**src/shared/adc_regs_pkg.sv**
```systemverilog
package adc_regs_pkg;

  // ----------------------------------------
  // Register addresses on the serial port
  // ----------------------------------------
  localparam logic [7:0] ADDR_OFFSET_HIGH = 8'h03;
  localparam logic [7:0] ADDR_OFFSET_TRIM_LOW = 8'h04;
  localparam logic [7:0] ADDR_MAIN_MODE_CONTROL = 8'h05;
  localparam logic [7:0] ADDR_OUTPUT_DRIVER_PATTERN_CONTROL = 8'h06;
  localparam logic [7:0] ADDR_DIE_TEMPERATURE_READOUT = 8'h08;

  // ----------------------------------------
  // Reset values
  // ----------------------------------------
  localparam logic [7:0] MAIN_MODE_RESET = 8'h20;
  localparam logic [7:0] OUTPUT_CTRL_RESET = 8'h04;

  // ----------------------------------------
  // Main mode field positions
  // ----------------------------------------
  localparam int MODE_STAGGER_BIT = 1;
  localparam int MODE_EXT_REF_BIT = 2;
  localparam int MODE_TWOS_COMP_BIT = 3;
  localparam int MODE_SYNC_BIT = 4;
  localparam int MODE_SLEEP_BIT = 6;
  localparam int MODE_TEMP_EN_BIT = 7;

  // ----------------------------------------
  // Output control field positions and codes
  // ----------------------------------------
  localparam int OUT_FORCE_LSB = 0;
  localparam int OUT_CURRENT_LSB = 2;
  localparam int OUT_TERM_LSB = 4;
  localparam int OUT_MODE_LSB = 6;
  localparam logic [1:0] FORCE_LOW = 2'h2;
  localparam logic [1:0] FORCE_HIGH = 2'h3;
  localparam logic [1:0] OMODE_NORMAL = 2'h0;
  localparam logic [1:0] OMODE_SCRAMBLE = 2'h1;
  localparam logic [1:0] OMODE_PRBS = 2'h2;
  localparam logic [1:0] OMODE_TOGGLE = 2'h3;

  // ----------------------------------------
  // Datapath and PRBS
  // ----------------------------------------
  localparam int SAMPLE_WIDTH = 12;
  localparam logic [6:0] PRBS_SEED = 7'h7F;

endpackage

```
**src/hw/bit_sync.sv**
```systemverilog
`timescale 1ns/1ps
module bit_sync #(
  parameter int WIDTH = 1
) (
  // Clock and control
  input wire logic clk_sys,
  input wire logic rst,
  input wire logic clk_en,
  // Data
  input wire logic [WIDTH-1:0] async_in,
  output logic [WIDTH-1:0] sync_out
);

  logic [WIDTH-1:0] stage1_reg;
  logic [WIDTH-1:0] stage2_reg;
  logic [WIDTH-1:0] stage1_next;
  logic [WIDTH-1:0] stage2_next;

  // Two flops; first stage feeds only the second
  always_comb begin
    stage1_next = clk_en ? async_in : stage1_reg;
    stage2_next = clk_en ? stage1_reg : stage2_reg;
  end

  always_ff @(posedge clk_sys) begin
    if (rst) begin
      stage1_reg <= '0;
      stage2_reg <= '0;
    end else begin
      stage1_reg <= stage1_next;
      stage2_reg <= stage2_next;
    end
  end

  assign sync_out = stage2_reg;

endmodule

```
**src/hw/prbs7_gen.sv**
```systemverilog
`timescale 1ns/1ps
module prbs7_gen (
  // Clock and control
  input wire logic clk_sys,
  input wire logic rst,
  input wire logic clk_en,
  input wire logic advance,
  // Pattern
  output logic [6:0] state
);

  logic [6:0] lfsr_reg;
  logic [6:0] lfsr_next;

  // x^7 + x^6 + 1, one step per output word
  always_comb begin
    lfsr_next = lfsr_reg;
    if (clk_en && advance) begin
      lfsr_next = {lfsr_reg[5:0], lfsr_reg[6] ^ lfsr_reg[5]};
    end
  end

  always_ff @(posedge clk_sys) begin
    if (rst) begin
      lfsr_reg <= adc_regs_pkg::PRBS_SEED;
    end else begin
      lfsr_reg <= lfsr_next;
    end
  end

  assign state = lfsr_reg;

endmodule

```
**src/hw/adc_output_config_regs.sv**
```systemverilog
`timescale 1ns/1ps
// Function
// - offset low byte joins bit eight
// - code zero most negative, all-ones most positive
// - offset resets to zero, then takes factory strap value
// - mode bit one staggers bus B
// - mode bit three selects two's complement
// - mode bit four puts sync on overrange
// - mode bit six enters sleep
// - mode bit seven keeps sensor active
// - force field drives both buses and clk_out low or high, not the overrange flags
// - current field selects drive, resets 01
// - termination field 10 200, 11 100 ohm
// - mode 00 passes samples unchanged
// - mode 01 xors upper bits with bit0
// - mode 10 substitutes PRBS7 pattern
// - mode 11 toggles all ones, zeros
// - temperature register is read-only
module adc_output_config_regs #(
  parameter int SAMPLE_W = adc_regs_pkg::SAMPLE_WIDTH
) (
  // Clock, reset, enable
  input wire logic clk_sys,
  input wire logic rst,
  input wire logic clk_en,
  // Factory trim strap, caught after reset
  input wire logic [8:0] factory_offset,
  // Register port
  input wire logic reg_wr,
  input wire logic reg_rd,
  input wire logic [7:0] reg_addr,
  input wire logic [7:0] reg_wdata,
  output logic [7:0] reg_rdata,
  output logic reg_rvalid,
  // Converter side
  input wire logic link_clk,
  input wire logic [SAMPLE_W-1:0] sample_a,
  input wire logic [SAMPLE_W-1:0] sample_b,
  input wire logic overrange_a,
  input wire logic overrange_b,
  input wire logic sync_marker,
  input wire logic [7:0] temp_sensor,
  // Output buses
  output logic [SAMPLE_W-1:0] bus_a,
  output logic [SAMPLE_W-1:0] bus_b,
  output logic overrange_flag_pin_a,
  output logic overrange_flag_pin_b,
  output logic clk_out,
  // Analog controls
  output logic [8:0] offset_code,
  output logic ext_ref_en,
  output logic sleep_mode,
  output logic temp_sensor_en,
  output logic [1:0] drive_current,
  output logic [1:0] term_select
);

  // ----------------------------------------
  // Register state
  // ----------------------------------------
  logic [8:0] offset_reg;
  logic [8:0] offset_next;
  logic strap_done_reg;
  logic strap_done_next;
  logic [7:0] mode_reg;
  logic [7:0] mode_next;
  logic [7:0] outctl_reg;
  logic [7:0] outctl_next;
  logic [7:0] temp_reg;
  logic [7:0] temp_next;
  logic [7:0] rdata_reg;
  logic [7:0] rdata_next;
  logic rvalid_reg;
  logic rvalid_next;

  logic [1:0] force_f;
  logic [1:0] omode_f;
  assign force_f = outctl_reg[adc_regs_pkg::OUT_FORCE_LSB +: 2];
  assign omode_f = outctl_reg[adc_regs_pkg::OUT_MODE_LSB +: 2];

  // ----------------------------------------
  // Register writes and reads
  // ----------------------------------------
  // Strap is caught one cycle after reset release, never under reset itself
  always_comb begin
    offset_next = offset_reg;
    strap_done_next = strap_done_reg;
    mode_next = mode_reg;
    outctl_next = outctl_reg;
    temp_next = temp_reg;
    rdata_next = rdata_reg;
    rvalid_next = 1'b0;
    if (clk_en) begin
      if (!strap_done_reg) begin
        offset_next = factory_offset;
        strap_done_next = 1'b1;
      end
      // Sensor only updates while enabled; otherwise holds last reading
      if (temp_sensor_en) begin
        temp_next = temp_sensor;
      end
      if (reg_wr) begin
        case (reg_addr)
          adc_regs_pkg::ADDR_OFFSET_HIGH: offset_next[8] = reg_wdata[0];
          adc_regs_pkg::ADDR_OFFSET_TRIM_LOW: offset_next[7:0] = reg_wdata;
          adc_regs_pkg::ADDR_MAIN_MODE_CONTROL: mode_next = reg_wdata;
          adc_regs_pkg::ADDR_OUTPUT_DRIVER_PATTERN_CONTROL: outctl_next = reg_wdata;
          default: ; // Temperature and others ignore writes
        endcase
      end
      if (reg_rd) begin
        rvalid_next = 1'b1;
        case (reg_addr)
          adc_regs_pkg::ADDR_OFFSET_HIGH: rdata_next = {7'h00, offset_reg[8]};
          adc_regs_pkg::ADDR_OFFSET_TRIM_LOW: rdata_next = offset_reg[7:0];
          adc_regs_pkg::ADDR_MAIN_MODE_CONTROL: rdata_next = mode_reg;
          adc_regs_pkg::ADDR_OUTPUT_DRIVER_PATTERN_CONTROL: rdata_next = outctl_reg;
          adc_regs_pkg::ADDR_DIE_TEMPERATURE_READOUT: rdata_next = temp_reg;
          default: rdata_next = 8'h00;
        endcase
      end
    end
  end

  always_ff @(posedge clk_sys) begin
    if (rst) begin
      offset_reg <= 9'h000;
      strap_done_reg <= 1'b0;
      mode_reg <= adc_regs_pkg::MAIN_MODE_RESET;
      outctl_reg <= adc_regs_pkg::OUTPUT_CTRL_RESET;
      temp_reg <= 8'h00;
      rdata_reg <= 8'h00;
      rvalid_reg <= 1'b0;
    end else begin
      offset_reg <= offset_next;
      strap_done_reg <= strap_done_next;
      mode_reg <= mode_next;
      outctl_reg <= outctl_next;
      temp_reg <= temp_next;
      rdata_reg <= rdata_next;
      rvalid_reg <= rvalid_next;
    end
  end

  // ----------------------------------------
  // Link clock sampling
  // ----------------------------------------
  logic link_clk_sync;
  logic link_prev_reg;
  logic link_prev_next;
  logic word_tick;

  bit_sync #(.WIDTH(1)) u_link_sync (
    .clk_sys(clk_sys),
    .rst(rst),
    .clk_en(clk_en),
    .async_in(link_clk),
    .sync_out(link_clk_sync)
  );

  // Edge found on the synchronised copy only
  always_comb begin
    link_prev_next = clk_en ? link_clk_sync : link_prev_reg;
  end

  always_ff @(posedge clk_sys) begin
    if (rst) begin
      link_prev_reg <= 1'b0;
    end else begin
      link_prev_reg <= link_prev_next;
    end
  end

  assign word_tick = clk_en & link_clk_sync & ~link_prev_reg;

  // ----------------------------------------
  // Pattern sources
  // ----------------------------------------
  logic [6:0] prbs_state;
  logic toggle_reg;
  logic toggle_next;

  prbs7_gen u_prbs (
    .clk_sys(clk_sys),
    .rst(rst),
    .clk_en(clk_en),
    .advance(word_tick),
    .state(prbs_state)
  );

  // Toggle flips once per word
  always_comb begin
    toggle_next = word_tick ? ~toggle_reg : toggle_reg;
  end

  always_ff @(posedge clk_sys) begin
    if (rst) begin
      toggle_reg <= 1'b0;
    end else begin
      toggle_reg <= toggle_next;
    end
  end

  // ----------------------------------------
  // Output word shaping
  // ----------------------------------------
  // Samples arrive as offset binary; MSB flip gives two's complement
  function automatic logic [SAMPLE_W-1:0] shape(input logic [SAMPLE_W-1:0] raw, input logic [1:0] om,
                                                 input logic twos, input logic tog, input logic [6:0] prbs,
                                                 input logic [1:0] frc);
    logic [SAMPLE_W-1:0] w;
    logic [7*((SAMPLE_W+6)/7)-1:0] rep;
    w = raw;
    // Seven-bit state repeated wide enough, then cut to the word
    rep = {((SAMPLE_W+6)/7){prbs}};
    if (twos) begin
      w[SAMPLE_W-1] = ~raw[SAMPLE_W-1];
    end
    case (om)
      adc_regs_pkg::OMODE_NORMAL: ;
      adc_regs_pkg::OMODE_SCRAMBLE: w[SAMPLE_W-1:1] = w[SAMPLE_W-1:1] ^ {(SAMPLE_W-1){w[0]}};
      adc_regs_pkg::OMODE_PRBS: w = rep[SAMPLE_W-1:0];
      adc_regs_pkg::OMODE_TOGGLE: w = {SAMPLE_W{tog}};
      default: ;
    endcase
    // Forced levels checked last so they override
    if (frc == adc_regs_pkg::FORCE_LOW) begin
      w = '0;
    end else if (frc == adc_regs_pkg::FORCE_HIGH) begin
      w = '1;
    end
    return w;
  endfunction

  logic [SAMPLE_W-1:0] bus_a_reg;
  logic [SAMPLE_W-1:0] bus_a_next;
  logic [SAMPLE_W-1:0] bus_b_reg;
  logic [SAMPLE_W-1:0] bus_b_next;
  logic [SAMPLE_W-1:0] b_hold_reg;
  logic [SAMPLE_W-1:0] b_hold_next;
  logic ovr_a_reg;
  logic ovr_a_next;
  logic ovr_b_reg;
  logic ovr_b_next;
  logic clk_out_reg;
  logic clk_out_next;
  logic [SAMPLE_W-1:0] word_a;
  logic [SAMPLE_W-1:0] word_b;
  logic flag_a;
  logic flag_b;

  // Output words update on each link word; sleep freezes the data path, except that forced levels still apply
  always_comb begin
    word_a = shape(sample_a, omode_f, mode_reg[adc_regs_pkg::MODE_TWOS_COMP_BIT], toggle_reg, prbs_state,
                   force_f);
    word_b = shape(sample_b, omode_f, mode_reg[adc_regs_pkg::MODE_TWOS_COMP_BIT], toggle_reg, prbs_state,
                   force_f);
    flag_a = mode_reg[adc_regs_pkg::MODE_SYNC_BIT] ? sync_marker : overrange_a;
    flag_b = mode_reg[adc_regs_pkg::MODE_SYNC_BIT] ? sync_marker : overrange_b;
    bus_a_next = bus_a_reg;
    bus_b_next = bus_b_reg;
    b_hold_next = b_hold_reg;
    ovr_a_next = ovr_a_reg;
    ovr_b_next = ovr_b_reg;
    clk_out_next = clk_out_reg;
    if (clk_en && !sleep_mode) begin
      if (word_tick) begin
        bus_a_next = word_a;
        ovr_a_next = flag_a;
        ovr_b_next = flag_b;
        b_hold_next = word_b;
        // Stagger: bus B lags by half a word period
        bus_b_next = mode_reg[adc_regs_pkg::MODE_STAGGER_BIT] ? bus_b_reg : word_b;
      end else if (clk_en && link_prev_reg && !link_clk_sync &&
                   mode_reg[adc_regs_pkg::MODE_STAGGER_BIT]) begin
        bus_b_next = b_hold_reg;
      end
      clk_out_next = link_clk_sync;
    end
    // Force hits clock and buses at once, so a level check needs no word clock
    if (clk_en && force_f == adc_regs_pkg::FORCE_LOW) begin
      clk_out_next = 1'b0;
      bus_a_next = '0;
      bus_b_next = '0;
    end else if (clk_en && force_f == adc_regs_pkg::FORCE_HIGH) begin
      clk_out_next = 1'b1;
      bus_a_next = '1;
      bus_b_next = '1;
    end
  end

  always_ff @(posedge clk_sys) begin
    if (rst) begin
      bus_a_reg <= '0;
      bus_b_reg <= '0;
      b_hold_reg <= '0;
      ovr_a_reg <= 1'b0;
      ovr_b_reg <= 1'b0;
      clk_out_reg <= 1'b0;
    end else begin
      bus_a_reg <= bus_a_next;
      bus_b_reg <= bus_b_next;
      b_hold_reg <= b_hold_next;
      ovr_a_reg <= ovr_a_next;
      ovr_b_reg <= ovr_b_next;
      clk_out_reg <= clk_out_next;
    end
  end

  // ----------------------------------------
  // Outputs, all from flops
  // ----------------------------------------
  assign reg_rdata = rdata_reg;
  assign reg_rvalid = rvalid_reg;
  assign bus_a = bus_a_reg;
  assign bus_b = bus_b_reg;
  assign overrange_flag_pin_a = ovr_a_reg;
  assign overrange_flag_pin_b = ovr_b_reg;
  assign clk_out = clk_out_reg;
  assign offset_code = offset_reg;
  assign ext_ref_en = mode_reg[adc_regs_pkg::MODE_EXT_REF_BIT];
  assign sleep_mode = mode_reg[adc_regs_pkg::MODE_SLEEP_BIT];
  assign temp_sensor_en = mode_reg[adc_regs_pkg::MODE_TEMP_EN_BIT];
  assign drive_current = outctl_reg[adc_regs_pkg::OUT_CURRENT_LSB +: 2];
  assign term_select = outctl_reg[adc_regs_pkg::OUT_TERM_LSB +: 2];

endmodule

```
**config.mk**
```make
export PLATFORM = sky130hd
export DESIGN_NAME = adc_output_config_regs
export DESIGN_NICKNAME = d
export VERILOG_FILES = /design/src/shared/adc_regs_pkg.sv /design/src/hw/bit_sync.sv /design/src/hw/prbs7_gen.sv /design/src/hw/adc_output_config_regs.sv
export SDC_FILE = /design/constraint.sdc
export NUM_CORES = 1
export LEC_CHECK = 0
export BUFFER_PORTS_ARGS = -buffer_cell sky130_fd_sc_hd__buf_4
export CAP_MARGIN = 20
export CORE_UTILIZATION = 45
export DETAILED_ROUTE_END_ITERATION = 16
export PLACE_DENSITY = 0.69
export SLEW_MARGIN = 10
export SYNTH_ARGS = -nofsm -noshare
export SYNTH_HDL_FRONTEND = slang
export SYNTH_SLANG_ARGS = --single-unit
export TNS_END_PERCENT = 1
```
**constraint.sdc**
```tcl
create_clock -name clk_sys -period 2.5 [get_ports clk_sys]
set_input_delay 0.5 -clock clk_sys [delete_from_list [all_inputs] [get_ports clk_sys]]
set_output_delay 0.5 -clock clk_sys [all_outputs]
set_load 0.1 [all_outputs]
```
==> key figures <==
Clocking
  – CTS buffer count: 9
  – Clk pin slew, worst setup/hold paths: ~90 ps
  – Max Root-Sink Buffers: 2
  – Root Buffer: clkbuf_8
  – Latest clock arrival within the worst-skew pair: 350 ps
  – Hold-fix buffers, CTS: 0
  – H-tree level count: 3
  – Resize count post-CTS: 0
  – TritonCTS clock tree: built
  – Setup Buffers After CTS: 0
  – CTS sink count: 93

Critical path
  – Crit-path max cell delay: between 500 and 600 ps
  – Cell breakdown of the critical path: a21boi_1 > a21oi_1 > o211a_1 > o221a_2
  – Slowest CP cell: a21boi_1
  – Crit path DAT: 2220 ps
  – Req. time, crit path: around 2700 ps
  – R2R depth: 4
  – R2R setup slack: ~530 ps
  – Critical R2R Capture: bus_b[7]
  – Worst Path Max Fanout: 10
  – Crit start category: register
  – Reg-to-reg startpoint: outctl_reg[6]
  – CP Capture Type: register
  – WS Path Type: reg2reg

Hold path
  – Hold path startpoint: reg_wdata[5]
  – Min-Delay Path Class: in2reg
  – Hold path endpoint: mode_reg[5]
  – Hold Path Depth: 3

Yosys
  – Netlist Area Pre-Place: around 4700 µm²
  – Area leader, netlist: dfxtp_1
  – Post-synth top cells: dfxtp_1, nand2_1, nor2_1
  – FFs w/ async S/R, synth: 0
  – Post-synth top area share: 0.3965
  – Ys Warns: 0
  – Cell variety after synth: 57
  – Syn Inst Count: between 500 and 600
  – Sequential fraction of the synthesis area: 0.3965
  – Synth top area cells: dfxtp_1, mux2i_1, nand2_1
  – Avg Inst Size Synth: between 8 and 9 µm²
  – Post-synth EDFFs: 0
  – FF+latch count, synth: just over 90
  – Count leader, synth: dfxtp_1
  – Ys flop type: dfxtp_1
  – Syn_nets: around 620

Die
  – Die height: around 100 µm
  – Core Region: ~10000 µm²
  – FP Rows: 36
  – Die width: about 100 µm
  – Initial Utilization: 0.4717
  – DIE AREA: between 10000 and 15000 µm²
  – I/O Pins: between 100 and 150

Global route
  – Largest net degree at the start of global routing: 46
  – First-pass GRT wire length: 20.88 mm
  – Gr usage total: 0.2365
  – Vias in the first global route: around 4000
  – Initial antenna violation count: 0
  – Final global-route overflow total: 0

Route
  – DR top layer: met4
  – Final WL: between 10 and 15 mm
  – Met1 wire length: about 6.2 mm
  – Wire length on met3: 772 µm
  – DR iter-0 viols: a little over 300
  – Drt pass-1 iters: 4
  – Routed Antenna Nets: 0
  – Via-to-Cell Ratio: 5.640
  – Detailed-route wire length per cell: ~16 µm
  – Drt drc: 0
  – Via count: around 4400
  – Met2 wire len: between 5 and 6 mm

Placed design
  – Placer Congestion: between 0.8 and 0.9
  – # port buffers: roughly 120
  – Dpl cells: approximately 770
  – Final HPWL from detailed placement: 9.233 mm

Finish
  – Share of layout cells above drive strength 1: 0.2706
  – Reg area: 1862 µm²
  – Layout fillers: between 900 and 1000
  – Cell Count, Final, Fillers Out: ~790
  – Area growth from synthesis to layout: 24.83%
  – Multi-input gate area: around 2600 µm²
  – Ant diodes: 0
  – Final net count: approximately 720

Timing
  – Count of final setup violators: 0
  – Slew margin rel.: 0.5697
  – RSZ-0062 raised after global routing: no
  – Setup TNS Final: 0 ps
  – Final Hold Fails: 0
  – Max Fclk: between 500 and 600 MHz
  – Fin. max-slew vios: 0
  – Clk_skew: between 10 and 15 ps
  – Final Cycle Share: 0.7895
  – Tightest Pin Transition: roughly 640 ps
  – Min Tclk post-route: ~2000 ps

Flow run
  – Max-cap violations: 0

Power and ir drop
  – Peak supply drop: ~310 µV
  – PD cells: 517.7 nW/µm²
  – Leakage: ~2.4 nW

Run status
  – Status: finished, final reports clean
-- area by class of cell --
cell class	count	area share
inverter	3	0.001921
clock inverter	2	0.005977
sequential	93	0.3176
tap	133	0.02839
timing repair buffer	134	0.1716
multi-input combinational	410	0.4497
clock buffer	12	0.02476
-- cells by family (layout without fill, tap and decap cells) --
logic type      count (synthesis)  after routing  synth area share
xor+xnor                       15             15           0.02798
buf+inv                        49            151           0.04343
flops                          93             93            0.3965
mux                            31             31           0.06768
compound gates                159            159            0.2417
simple gates                  205            205            0.2228
-- layout by cell type, fill, tap and decap left out, types with 5 or more instances in the layout --
master / count
buf_4: 134
dfxtp_1: 93
nand2_1: 64
nor2_1: 40
a21oi_1: 37
o21ai_0: 36
mux2i_1: 25
nand3_1: 23
nor3b_1: 18
o221a_2: 17
nand2b_1: 14
xnor2_1: 12
nor4_1: 11
clkbuf_8: 10
a21o_1: 9
a211oi_1: 8
nor2b_1: 8
a22oi_1: 8
o211a_1: 7
mux2_2: 6
nor3_1: 6
o211ai_1: 5
o2bb2ai_1: 5
-- power breakdown --
group	switching, mW	internal (mW)
Clock	0.494	0.479
Combinational	0.337	0.182
Sequential	0.0270	1.52
-- per-layer routing --
metal | vias up | track usage
met5 | - | 0
met4 | 0 | 0.07041
met3 | 18 | 0.03195
met2 | 168 | 0.3681
met1 | 2059 | 0.3389
li1 | 2194 | -
-- metrics by stage --
step | cell area, µm² | hold slack [ps] | total power [mW] | utilization | setup WS (ps)
2_1_floorplan | 4696 | 436.0 | 1.912 | - | 269.0
3_3_place_gp | 5682 | 441.2 | 2.087 | 0.5708 | 273.0
3_5_place_dp | 5682 | 447.7 | 2.094 | 0.5708 | 230.4
4_1_cts | 5862 | 385.7 | 3.049 | 0.5889 | 534.2
5_1_grt | 5862 | 397.7 | 3.140 | 0.5889 | 395.1
6_report | 5862 | 396.7 | 3.035 | 0.5889 | 526.3
-- worst max-delay path: cells and delay by family, from the launching register on --
family          cells  cell delay (ps)
compound gates      4             1430
flops               1              420
-- worst max-delay path by stage --
stage                  start              to  slack [ps]
6_report       outctl_reg[6]        bus_b[7]         530
5_1_grt        outctl_reg[6]   b_hold_reg[7]         400
4_1_cts        outctl_reg[6]        bus_b[7]         530
3_5_place_dp     reg_addr[5]  offset_code[1]         230
3_3_place_gp     reg_addr[5]   outctl_reg[2]         270
2_1_floorplan    mode_reg[6]       bus_b[10]         270
No activity file was read; power rests on OpenSTA's default activity.
